## config.mk

```make
export PLATFORM = sky130hd
export DESIGN_NAME = bmc_device_flat
export DESIGN_NICKNAME = d
export VERILOG_FILES = /design/src/inc/bmc_pkg.sv /design/src/inc/bmc_if.sv /design/src/hdl/bmc_device.sv /design/src/hdl/bmc_sync.sv /design/src/flat_wrapper.sv
export VERILOG_INCLUDE_DIRS = /design/src /design/src/inc
export SDC_FILE = /design/constraint.sdc
export NUM_CORES = 1
export LEC_CHECK = 0
export BUFFER_PORTS_ARGS = -buffer_cell sky130_fd_sc_hd__buf_2
export CORE_MARGIN = 3
export CORE_UTILIZATION = 48
export CTS_BUF_LIST = sky130_fd_sc_hd__clkbuf_4 sky130_fd_sc_hd__clkbuf_8
export DETAILED_ROUTE_END_ITERATION = 10
export HOLD_SLACK_MARGIN = 0.06
export MAX_ROUTING_LAYER = met4
export PLACE_DENSITY = 0.77
export SYNTH_ARGS = -nofsm -noshare
export SYNTH_HDL_FRONTEND = slang
export SYNTH_SLANG_ARGS = --single-unit
export TNS_END_PERCENT = 50
```

## constraint.sdc

```tcl
create_clock -name i_mclk -period 1.8 [get_ports i_mclk]
set_input_delay 0.18 -clock i_mclk [delete_from_list [all_inputs] [get_ports i_mclk]]
set_output_delay 0.18 -clock i_mclk [all_outputs]
set_load 0.05 [all_outputs]
```

## src/inc/bmc_cfg.svh

```systemverilog
// Purpose: constants for the battery mode controller
// Assumes: 25 MHz core clock
// Notes:   offsets are byte addresses in the I/O RAM / SFR space
`ifndef BMC_CFG_SVH
`define BMC_CFG_SVH
`define BMC_ADDR_MODE_CTRL   16'h28B2
`define BMC_BIT_DISP_ONLY    6
`define BMC_BIT_SLEEP        7
`define BMC_ADDR_CE_CTRL     16'h2106
`define BMC_BIT_CE_ENABLE    0
`define BMC_ADDR_CLOCK_GEN   16'h2200
`define BMC_CLOCK_GEN_SLOW   8'h24
`define BMC_CLOCK_GEN_RESET  8'h3C
`define BMC_ADDR_DISP_BOOST  16'h2401
`define BMC_BOOST_MSB        7
`define BMC_BOOST_LSB        6
`define BMC_BOOST_ON         2'h2
`define BMC_ADDR_WAKE_STAT   16'h28B3
`define BMC_SFR_POWER_STAT   8'hF9
`define BMC_VST_GOOD         3'h0
`define BMC_VST_LOW          3'h1
`define BMC_VST_BAT_OK       3'h2
`define BMC_VST_BAT_NOFLASH  3'h3
`define BMC_VST_BAT_DYING    3'h5
`define BMC_DYING_XTAL_TICKS 3'h4
`define BMC_WAKE_BITS        6
`endif

```

## src/inc/bmc_pkg.sv

```systemverilog
// Purpose: shared types for the battery mode controller
// Assumes: constants come from bmc_cfg.svh
// Notes:   one-hot mode codes
package bmc_pkg;
	typedef enum logic [3:0] {
		BMC_MISSION   = 4'h1,
		BMC_BROWNOUT  = 4'h2,
		BMC_DISP_ONLY = 4'h4,
		BMC_SLEEP     = 4'h8
	} bmc_mode_t;
endpackage

```

## src/inc/bmc_if.sv

```systemverilog
// Purpose: link between the mode controller and the cpu-side end
// Assumes: single clock domain
// Notes:   cpu end issues I/O RAM writes, device end answers with status
`timescale 1ns/1ps
interface bmc_if;
	logic        wr_en;      // one-cycle write strobe
	logic [15:0] wr_addr;
	logic [7:0]  wr_data;
	logic        irq;        // one-cycle power change pulse
	logic [2:0]  power_status_field;
	logic [5:0]  wake_cause;
	logic        cpu_run;    // cpu powered and clocked
	logic        cpu_reset;  // supply-exhaustion reset
	modport dev (input wr_en, wr_addr, wr_data,
		output irq, power_status_field, wake_cause, cpu_run, cpu_reset);
	modport cpu (output wr_en, wr_addr, wr_data,
		input irq, power_status_field, wake_cause, cpu_run, cpu_reset);
endinterface

```

## src/hdl/bmc_device.sv

```systemverilog
// Purpose: battery mode controller, device end
// Assumes: comparator, pll and wake inputs are asynchronous levels
// Notes:   32 kHz crystal clock is sampled as a level on the core clock
`include "bmc_cfg.svh"
`timescale 1ns/1ps
module bmc_device
	import bmc_pkg::*;
(
	input  wire logic       i_mclk,
	input  wire logic       i_arst_n,
	input  wire logic       i_sys_above_3v0,
	input  wire logic       i_sys_above_2v8,
	input  wire logic       i_core_above_2v25,
	input  wire logic       i_core_above_2v0,
	input  wire logic       i_pll_locked,
	input  wire logic       i_crystal_clock_32k,
	input  wire logic       i_wake_timer,
	input  wire logic       i_pushbutton_wake,
	input  wire logic       i_wake_pin_a,
	input  wire logic       i_wake_pin_b,
	input  wire logic       i_wake_pin_c,
	input  wire logic       i_serial_rx,
	input  wire logic       i_optical_receive,
	bmc_if.dev              bus,
	output bmc_mode_t       o_mode,
	output logic            o_on_battery,
	output logic            o_pll_enable,
	output logic            o_display_enable,
	output logic            o_boost_enable,
	output logic            o_core_supply_enable,
	output logic [7:0]      o_clock_gen_config,
	output logic            o_ce_enable
);
	// ------------------------------------------------------------
	// input synchronisation
	// ------------------------------------------------------------
	logic [12:0] raw_in;
	logic [12:0] sin;
	assign raw_in = {i_sys_above_3v0, i_sys_above_2v8, i_core_above_2v25, i_core_above_2v0,
		i_pll_locked, i_crystal_clock_32k, i_wake_timer, i_pushbutton_wake, i_wake_pin_a,
		i_wake_pin_b, i_wake_pin_c, i_serial_rx, i_optical_receive};

	// supplies and pll read as good in reset, so release causes no false loss
	bmc_sync #(.W(13), .RST(13'h1F00)) u_sync (
		.i_mclk   (i_mclk),
		.i_arst_n (i_arst_n),
		.i_async  (raw_in),
		.o_sync   (sin)
	);

	logic sys_power_good;
	logic sys_present;
	logic core_ok;
	logic core_alive;
	logic pll_stable;
	logic xtal;
	logic [5:0] wake_now;
	assign sys_power_good = sin[12];
	assign sys_present    = sin[11];
	assign core_ok        = sin[10];
	assign core_alive     = sin[9];
	assign pll_stable     = sin[8];
	assign xtal           = sin[7];
	assign wake_now       = {sin[6:2], sin[1] | sin[0]}; // either receive pin

	// ------------------------------------------------------------
	// state
	// ------------------------------------------------------------
	bmc_mode_t  mode;
	bmc_mode_t  next_mode;
	logic [2:0] power_status_field;
	logic [2:0] next_power_status_field;
	logic [5:0] wake_prev;
	logic [5:0] wake_cause;
	logic [5:0] next_wake_cause;
	logic       display_only_request;
	logic       sleep_request;
	logic       next_display_only_request;
	logic       next_sleep_request;
	logic [1:0] display_boost_select;
	logic [1:0] next_display_boost_select;
	logic [7:0] clock_gen_config;
	logic [7:0] next_clock_gen_config;
	logic       ce_enable;
	logic       next_ce_enable;
	logic       irq;
	logic       next_irq;
	logic       xtal_prev;
	logic [2:0] dying_count;
	logic [2:0] next_dying_count;
	logic       cpu_reset;
	logic       next_cpu_reset;
	logic       sleep_from_mission;
	logic       next_sleep_from_mission;

	function automatic logic wr_hit(input logic [15:0] a);
		wr_hit = bus.wr_en && (bus.wr_addr == a);
	endfunction

	// ------------------------------------------------------------
	// next-state logic
	// ------------------------------------------------------------
	always_comb begin
		logic [5:0] wake_edge;
		logic       mission_ok;
		wake_edge  = wake_now & ~wake_prev;
		mission_ok = sys_power_good & pll_stable;
		next_mode                 = mode;
		next_irq                  = 1'b0;
		next_wake_cause           = wake_cause;
		next_display_only_request = display_only_request;
		next_sleep_request        = sleep_request;
		next_display_boost_select = display_boost_select;
		next_clock_gen_config     = clock_gen_config;
		next_ce_enable            = ce_enable;
		next_sleep_from_mission   = 1'b0;
		next_cpu_reset            = 1'b0;
		next_dying_count          = 3'h0;
		// control writes
		if (wr_hit(`BMC_ADDR_MODE_CTRL)) begin
			next_display_only_request = bus.wr_data[`BMC_BIT_DISP_ONLY];
			next_sleep_request        = bus.wr_data[`BMC_BIT_SLEEP];
		end
		if (wr_hit(`BMC_ADDR_DISP_BOOST)) begin
			next_display_boost_select = bus.wr_data[`BMC_BOOST_MSB:`BMC_BOOST_LSB];
		end
		if (wr_hit(`BMC_ADDR_CLOCK_GEN)) begin
			next_clock_gen_config = bus.wr_data;
		end
		if (wr_hit(`BMC_ADDR_CE_CTRL)) begin
			next_ce_enable = bus.wr_data[`BMC_BIT_CE_ENABLE];
		end
		case (mode)
			BMC_MISSION: begin
				next_display_only_request = 1'b0;           // refused, not kept
				if (!sys_power_good && !sys_present) begin
					next_mode = BMC_BROWNOUT;
					next_irq  = 1'b1;
				end else if (next_sleep_request) begin
					next_mode = BMC_SLEEP;
					next_sleep_from_mission = 1'b1;
				end
			end
			BMC_BROWNOUT: begin
				if (mission_ok) begin
					next_mode = BMC_MISSION;
					next_irq  = 1'b1;
				end else if (next_sleep_request) begin
					next_mode = BMC_SLEEP;
				end else if (next_display_only_request) begin
					next_mode = BMC_DISP_ONLY;
				end
			end
			default: begin
				if (mission_ok) begin
					next_mode = BMC_MISSION;
					next_irq  = 1'b1;
					next_display_only_request = 1'b0;
					next_sleep_request        = 1'b0;
				end else if (wake_edge != 6'h00 || sleep_from_mission) begin
					next_mode = BMC_BROWNOUT;
					next_wake_cause = wake_edge;
					next_display_only_request = 1'b0;
					next_sleep_request        = 1'b0;
					// wake restarts the cpu with reset settings
					next_clock_gen_config = `BMC_CLOCK_GEN_RESET;
					next_ce_enable        = 1'b0;
				end
			end
		endcase
		// status field
		if (sys_power_good) begin
			next_power_status_field = `BMC_VST_GOOD;
		end else if (sys_present && mode == BMC_MISSION) begin
			next_power_status_field = `BMC_VST_LOW;
		end else if (core_ok) begin
			next_power_status_field = `BMC_VST_BAT_OK;
		end else if (core_alive) begin
			next_power_status_field = `BMC_VST_BAT_NOFLASH;
		end else begin
			next_power_status_field = `BMC_VST_BAT_DYING;
		end
		// exhaustion reset after four crystal rising edges
		if (power_status_field == `BMC_VST_BAT_DYING) begin
			next_dying_count = dying_count;
			if (xtal && !xtal_prev && dying_count != `BMC_DYING_XTAL_TICKS) begin
				next_dying_count = dying_count + 3'h1;
			end
			next_cpu_reset = (next_dying_count == `BMC_DYING_XTAL_TICKS);
		end
	end

	always_ff @(posedge i_mclk or negedge i_arst_n) begin
		if (!i_arst_n) begin
			mode                 <= BMC_MISSION;
			power_status_field   <= `BMC_VST_GOOD;
			wake_prev            <= 6'h00;
			wake_cause           <= 6'h00;
			display_only_request <= 1'b0;
			sleep_request        <= 1'b0;
			display_boost_select <= 2'h0;
			clock_gen_config     <= `BMC_CLOCK_GEN_RESET;
			ce_enable            <= 1'b0;
			irq                  <= 1'b0;
			xtal_prev            <= 1'b0;
			dying_count          <= 3'h0;
			cpu_reset            <= 1'b0;
			sleep_from_mission   <= 1'b0;
		end else begin
			mode                 <= next_mode;
			power_status_field   <= next_power_status_field;
			wake_prev            <= wake_now;
			wake_cause           <= next_wake_cause;
			display_only_request <= next_display_only_request;
			sleep_request        <= next_sleep_request;
			display_boost_select <= next_display_boost_select;
			clock_gen_config     <= next_clock_gen_config;
			ce_enable            <= next_ce_enable;
			irq                  <= next_irq;
			xtal_prev            <= xtal;
			dying_count          <= next_dying_count;
			cpu_reset            <= next_cpu_reset;
			sleep_from_mission   <= next_sleep_from_mission;
		end
	end

	// ------------------------------------------------------------
	// outputs and per-mode gating
	// ------------------------------------------------------------
	always_comb begin
		o_mode               = mode;
		o_on_battery         = (mode != BMC_MISSION);
		o_core_supply_enable = (mode == BMC_MISSION) || (mode == BMC_BROWNOUT);
		o_display_enable     = (mode != BMC_SLEEP);
		o_boost_enable       = (mode != BMC_SLEEP) && (display_boost_select == `BMC_BOOST_ON);
		if (mode == BMC_DISP_ONLY) begin
			o_pll_enable = (display_boost_select == `BMC_BOOST_ON);
		end else begin
			o_pll_enable = (mode != BMC_SLEEP);
		end
		o_clock_gen_config   = clock_gen_config;
		o_ce_enable          = ce_enable && o_core_supply_enable;
		bus.irq                = irq;
		bus.power_status_field = power_status_field;
		bus.wake_cause         = wake_cause;
		bus.cpu_run            = o_core_supply_enable;
		bus.cpu_reset          = cpu_reset;
	end
endmodule

```

## src/hdl/bmc_sync.sv

```systemverilog
// Purpose: two-flop synchroniser for a bus of asynchronous levels
// Assumes: inputs are quasi-static levels
// Notes:   only the second stage may be read
`timescale 1ns/1ps
module bmc_sync #(parameter int W = 1, parameter logic [W-1:0] RST = '0) (
	input  wire logic         i_mclk,
	input  wire logic         i_arst_n,
	input  wire logic [W-1:0] i_async,
	output logic      [W-1:0] o_sync
);
	logic [W-1:0] meta;
	logic [W-1:0] next_meta;
	logic [W-1:0] next_sync;

	// shift chain
	always_comb begin
		next_meta = i_async;
		next_sync = meta;
	end

	always_ff @(posedge i_mclk or negedge i_arst_n) begin
		if (!i_arst_n) begin
			meta   <= RST;                 // match the idle level of each pin
			o_sync <= RST;
		end else begin
			meta   <= next_meta;
			o_sync <= next_sync;
		end
	end
endmodule

```

## src/flat_wrapper.sv

```systemverilog
// flat-port wrapper written by rule: the top's interface ports become plain ports
module bmc_device_flat import bmc_pkg::*;
  (i_mclk, i_arst_n, i_sys_above_3v0, i_sys_above_2v8, i_core_above_2v25, i_core_above_2v0, i_pll_locked, i_crystal_clock_32k, i_wake_timer, i_pushbutton_wake, i_wake_pin_a, i_wake_pin_b, i_wake_pin_c, i_serial_rx, i_optical_receive, o_mode, o_on_battery, o_pll_enable, o_display_enable, o_boost_enable, o_core_supply_enable, o_clock_gen_config, o_ce_enable, bus_wr_en, bus_wr_addr, bus_wr_data, bus_irq, bus_power_status_field, bus_wake_cause, bus_cpu_run, bus_cpu_reset);
  bmc_if bus_i ();
  input  wire logic i_mclk;
  input  wire logic i_arst_n;
  input  wire logic i_sys_above_3v0;
  input  wire logic i_sys_above_2v8;
  input  wire logic i_core_above_2v25;
  input  wire logic i_core_above_2v0;
  input  wire logic i_pll_locked;
  input  wire logic i_crystal_clock_32k;
  input  wire logic i_wake_timer;
  input  wire logic i_pushbutton_wake;
  input  wire logic i_wake_pin_a;
  input  wire logic i_wake_pin_b;
  input  wire logic i_wake_pin_c;
  input  wire logic i_serial_rx;
  input  wire logic i_optical_receive;
  output bmc_mode_t o_mode;
  output logic o_on_battery;
  output logic o_pll_enable;
  output logic o_display_enable;
  output logic o_boost_enable;
  output logic o_core_supply_enable;
  output logic [7:0] o_clock_gen_config;
  output logic o_ce_enable;
  input wire logic [$bits(bus_i.wr_en)-1:0] bus_wr_en;
  input wire logic [$bits(bus_i.wr_addr)-1:0] bus_wr_addr;
  input wire logic [$bits(bus_i.wr_data)-1:0] bus_wr_data;
  output wire logic [$bits(bus_i.irq)-1:0] bus_irq;
  output wire logic [$bits(bus_i.power_status_field)-1:0] bus_power_status_field;
  output wire logic [$bits(bus_i.wake_cause)-1:0] bus_wake_cause;
  output wire logic [$bits(bus_i.cpu_run)-1:0] bus_cpu_run;
  output wire logic [$bits(bus_i.cpu_reset)-1:0] bus_cpu_reset;
  assign bus_i.wr_en = bus_wr_en;
  assign bus_i.wr_addr = bus_wr_addr;
  assign bus_i.wr_data = bus_wr_data;
  assign bus_irq = bus_i.irq;
  assign bus_power_status_field = bus_i.power_status_field;
  assign bus_wake_cause = bus_i.wake_cause;
  assign bus_cpu_run = bus_i.cpu_run;
  assign bus_cpu_reset = bus_i.cpu_reset;
  bmc_device u_core (.i_mclk(i_mclk), .i_arst_n(i_arst_n), .i_sys_above_3v0(i_sys_above_3v0), .i_sys_above_2v8(i_sys_above_2v8), .i_core_above_2v25(i_core_above_2v25), .i_core_above_2v0(i_core_above_2v0), .i_pll_locked(i_pll_locked), .i_crystal_clock_32k(i_crystal_clock_32k), .i_wake_timer(i_wake_timer), .i_pushbutton_wake(i_pushbutton_wake), .i_wake_pin_a(i_wake_pin_a), .i_wake_pin_b(i_wake_pin_b), .i_wake_pin_c(i_wake_pin_c), .i_serial_rx(i_serial_rx), .i_optical_receive(i_optical_receive), .bus(bus_i), .o_mode(o_mode), .o_on_battery(o_on_battery), .o_pll_enable(o_pll_enable), .o_display_enable(o_display_enable), .o_boost_enable(o_boost_enable), .o_core_supply_enable(o_core_supply_enable), .o_clock_gen_config(o_clock_gen_config), .o_ce_enable(o_ce_enable));
endmodule
```

==> metrics.md <==
| Metric | Value |
|---|---|
| Wire per inst | 13.9 µm |
| Pin count of the biggest net entering global routing | 31 |
| Die Wd | 78.9 µm |
| Synthesized instance count | 202 |
| WS Path Type | flop to output port |
| Mean number of vias per cell | 5.04 |
| TritonCTS clock tree | yes |
| Total power | 4540 µW |
| Final wirelength | 5.36 mm |
| Status | complete, but fails checks |
| Share of cells above drive strength 1 | 48.7% |
| Port Buf Inserts | 69 |
| Comb pwr share | 35.2% |
| # fillers | 347 |
| Min-delay worst type | primary input to flop |
| Core Rows | 25 |
| Mean Syn Cell Area | 12.6 µm² |
| DRC | 0 |
| Final Cell Area | 0.00360 mm² |
| # IOs | 70 |
| First-pass GRT wire length | 8.91 mm |
| Final hold viol count | 0 |
| Setup WS pre-CTS | -0.103 ns |
| Yosys reg bits | 65 |
| NumNets Final | 355 |
| CP Capture Type | output port |
| Post-DRT Antenna Nets | 0 |
| CORE AREA | 0.00494 mm² |
| Rel. slew slack | 61.2% |
| Failing checks | negative setup slack |
| Clock slew at reported path FFs | 0.07 ns |
| Max-Cap Viols | 0 |
| Initial antenna violation count | 0 |
| EDFF count, synth | 0 |
| Clk sinks | 65 |
| Pleak | 0.00164 µW |
| GRT overflow | 0 |
| Initial DRC Count | 73 |
| Die area | 0.00623 mm² |
| Dpl cell area | 0.00316 mm² |
| Worst Skew | 0.00717 ns |
| Die Y | 78.9 µm |
| Area occupied by registers | 0.00165 mm² |
| Register area share after synthesis | 64.5% |
| Unrepaired setup endpoints after global routing | yes |
| Worst Path Required | 1.62 ns |
| Yosys warns | 0 |
| Yosys cell types | 48 |
| Routability cong. | 0.845 |
| Setup violators final | 3 |
| Cells along the critical path | xnor2_4, nor3_4, and2_4, buf_8 |
| Sequential share of power | 37.7% |
| Ys async rst share | 100% |
| Vias in the first global route | 1950 |
| Period Utilization, post-route | 102% |
| Power per cell area | 1260 mW/mm² |
| Final worst path period need | 1.84 ns |
| Setup ws final | -0.0435 ns |
| Multi-input logic area | 963 µm² |
| Peak Freq | 0.542 GHz |
| TritonRoute pass-1 iters | 4 |
| Internal Power | 2930 µW |
| Max-slew violation count | 0 |
| Vias | 1941 |
| Clk Tree Root Cell | clkbuf_8 |
| Critical Path Max Stage Delay | 0.66 ns |
| Initial Util | 51.6% |
| H-Tree Level Count | 3 |
| Worst skew pair latency | 0.34 ns |
| Startpoint Class | flop |
| Synth Net Count | 244 |
| Netlist Area Pre-Place | 0.00255 mm² |
| Worst path slowest cell | dfstp_4 |
| Critical path peak fanout | 5 |
| Post-DP HPWL | 3.83 mm |
| Area Growth Syn to Fin | 41.2% |
| Sw frac | 35.4% |
| Total track usage | 19.6% |
| CTS max path bufs | 2 |
| Net Switching | 1610 µW |
| Clock Power Share | 27.1% |
| Crit path DAT | 1.66 ns |
| Ys flop type | dfrtp_1 |
| Antenna Cells | 0 |
| Maximum VDD drop | 0.755 mV |
| Worst slew pin tran | 0.582 ns |
| Num CTS Buffers | 9 |
-- sequential cells by signal, indices dropped and copies added (netlist names) --
register                       count
u_core.bus.cpu_reset               1
u_core.bus.irq                     1
u_core.bus.power_status_field      3
u_core.bus.wake_cause              6
u_core.ce_enable                   1
u_core.display_boost_select        2
u_core.display_only_request        1
u_core.dying_count                 3
u_core.o_clock_gen_config          8
u_core.o_mode                      4
u_core.sleep_from_mission          1
u_core.sleep_request               1
u_core.u_sync.meta                13
u_core.u_sync.o_sync              13
u_core.wake_prev                   6
u_core.xtal_prev                   1
-- per-stage QoR --
stage | util (%) | std cells | hold slack [ns] | setup TNS [ns]
final | 72.9 | 385 | 0.0730 | -0.0916
after global placement | 63.9 | 350 | 0.208 | -0.187
after detailed placement | 63.9 | 350 | 0.214 | -0.558
after floorplan | - | 202 | -0.116 | -0.302
after global routing | 72.9 | 385 | 0.0834 | -0.290
after CTS | 72.5 | 385 | 0.0620 | -0.484
-- layout make-up --
| cell class | count | share of cell area, % |
|---|---|---|
| Clock buffer | 11 | 4.03 |
| Clock inverter | 5 | 1.53 |
| Inverter | 7 | 0.799 |
| Multi-Input combinational cell | 128 | 26.7 |
| Sequential cell | 65 | 45.9 |
| Tap cell | 67 | 2.33 |
| Timing Repair Buffer | 102 | 18.7 |
-- cell families (layout without fill, tap and decap cells) --
kind of cell,after synthesis,after routing,synth area share (%)
buf+inv,9,125,1.52
mux,17,17,7.01
xor+xnor,3,3,1.03
fa+ha+maj,2,2,0.980
simple gates,78,78,17.4
compound gates,28,28,7.65
flops,65,65,64.5
-- critical path, delay by kind of cell (launching register included) --
family | cells | cell delay [ns]
DFF | 1 | 0.66
and+or+nand+nor | 2 | 0.45
buffers and inverters | 1 | 0.14
xor gates and xnor gates | 1 | 0.08
-- Yosys cell counts (5+ instances only) --
library cell,number,area (µm²)
nor2b_1,7,43.8
nor3_1,7,35.0
dfrtp_1,50,1250
nand2_1,17,63.8
mux2i_1,10,100
nor2_1,17,63.8
inv_1,7,26.3
a21oi_1,8,40.0
dfstp_2,15,394
mux2_2,7,78.8
nand3_1,5,25.0
-- metal layers --
layer | routed length, µm | track usage (%) | vias up
li1 | - | - | 940
met1 | 2240 | 22.7 | 938
met2 | 2760 | 31.7 | 57
met3 | 292 | 5.56 | 6
met4 | 68 | 9.11 | 0
met5 | 0 | - | -
-- power by group through the flow --
stage	sequential [µW]	clock [µW]	combinational [µW]
after floorplan	2020	0	697
after global placement	1730	0	1390
after detailed placement	1740	0	1400
after CTS	1710	1250	1580
after global routing	1730	1310	1690
final	1710	1230	1600
-- repair_timing --
item                                   4_1_cts  5_1_grt
hold buffers                                16        0
setup endpoints to repair                   17       17
endpoints found under the hold margin       29        0
setup buffers                                3        0
resized for setup                           12        3
pin swaps                                    1        1
-- worst paths after layout --
check | from | endpoint | slack, ns | cells past startpoint
worst max-delay path | u_core.o_mode[0]$_DFFE_PN1P_ | o_ce_enable | -0.04 | 4
worst min-delay path | bus_wr_data[5] | u_core.o_clock_gen_config[5]$_DFF_PN1_ | 0.07 | 3
worst max register to register | u_core.o_mode[0]$_DFFE_PN1P_ | u_core.o_mode[3]$_DFFE_PN0P_ | 0.03 | 5
worst min register to register | u_core.u_sync.meta[0]$_DFF_PN0_ | u_core.u_sync.o_sync[0]$_DFF_PN0_ | 0.35 | 0
max in group asynchronous | i_arst_n | u_core.o_mode[0]$_DFFE_PN1P_ | 0.78 | 3
min in group asynchronous | i_arst_n | u_core.u_sync.meta[7]$_DFF_PN0_ | 0.37 | 2
-- cells in the final DEF (no fill, tap or decap), types with 3 or more instances in the layout --
cell type | Yosys | final
buf_2 | 1 | 65
dfrtp_1 | 50 | 47
nand2_1 | 17 | 17
buf_4 | 1 | 17
dlygate4sd3_1 | 0 | 16
nor2_1 | 17 | 15
dfstp_2 | 15 | 14
mux2i_1 | 10 | 10
clkbuf_8 | 0 | 10
nor2b_1 | 7 | 7
a21oi_1 | 8 | 7
mux2_2 | 7 | 7
inv_1 | 7 | 6
nor3_1 | 7 | 6
nand3_1 | 5 | 5
nor2_4 | 1 | 3
a31oi_1 | 3 | 3
dfrtp_2 | 0 | 3
Note: power is estimated with default switching activity, not from simulation.
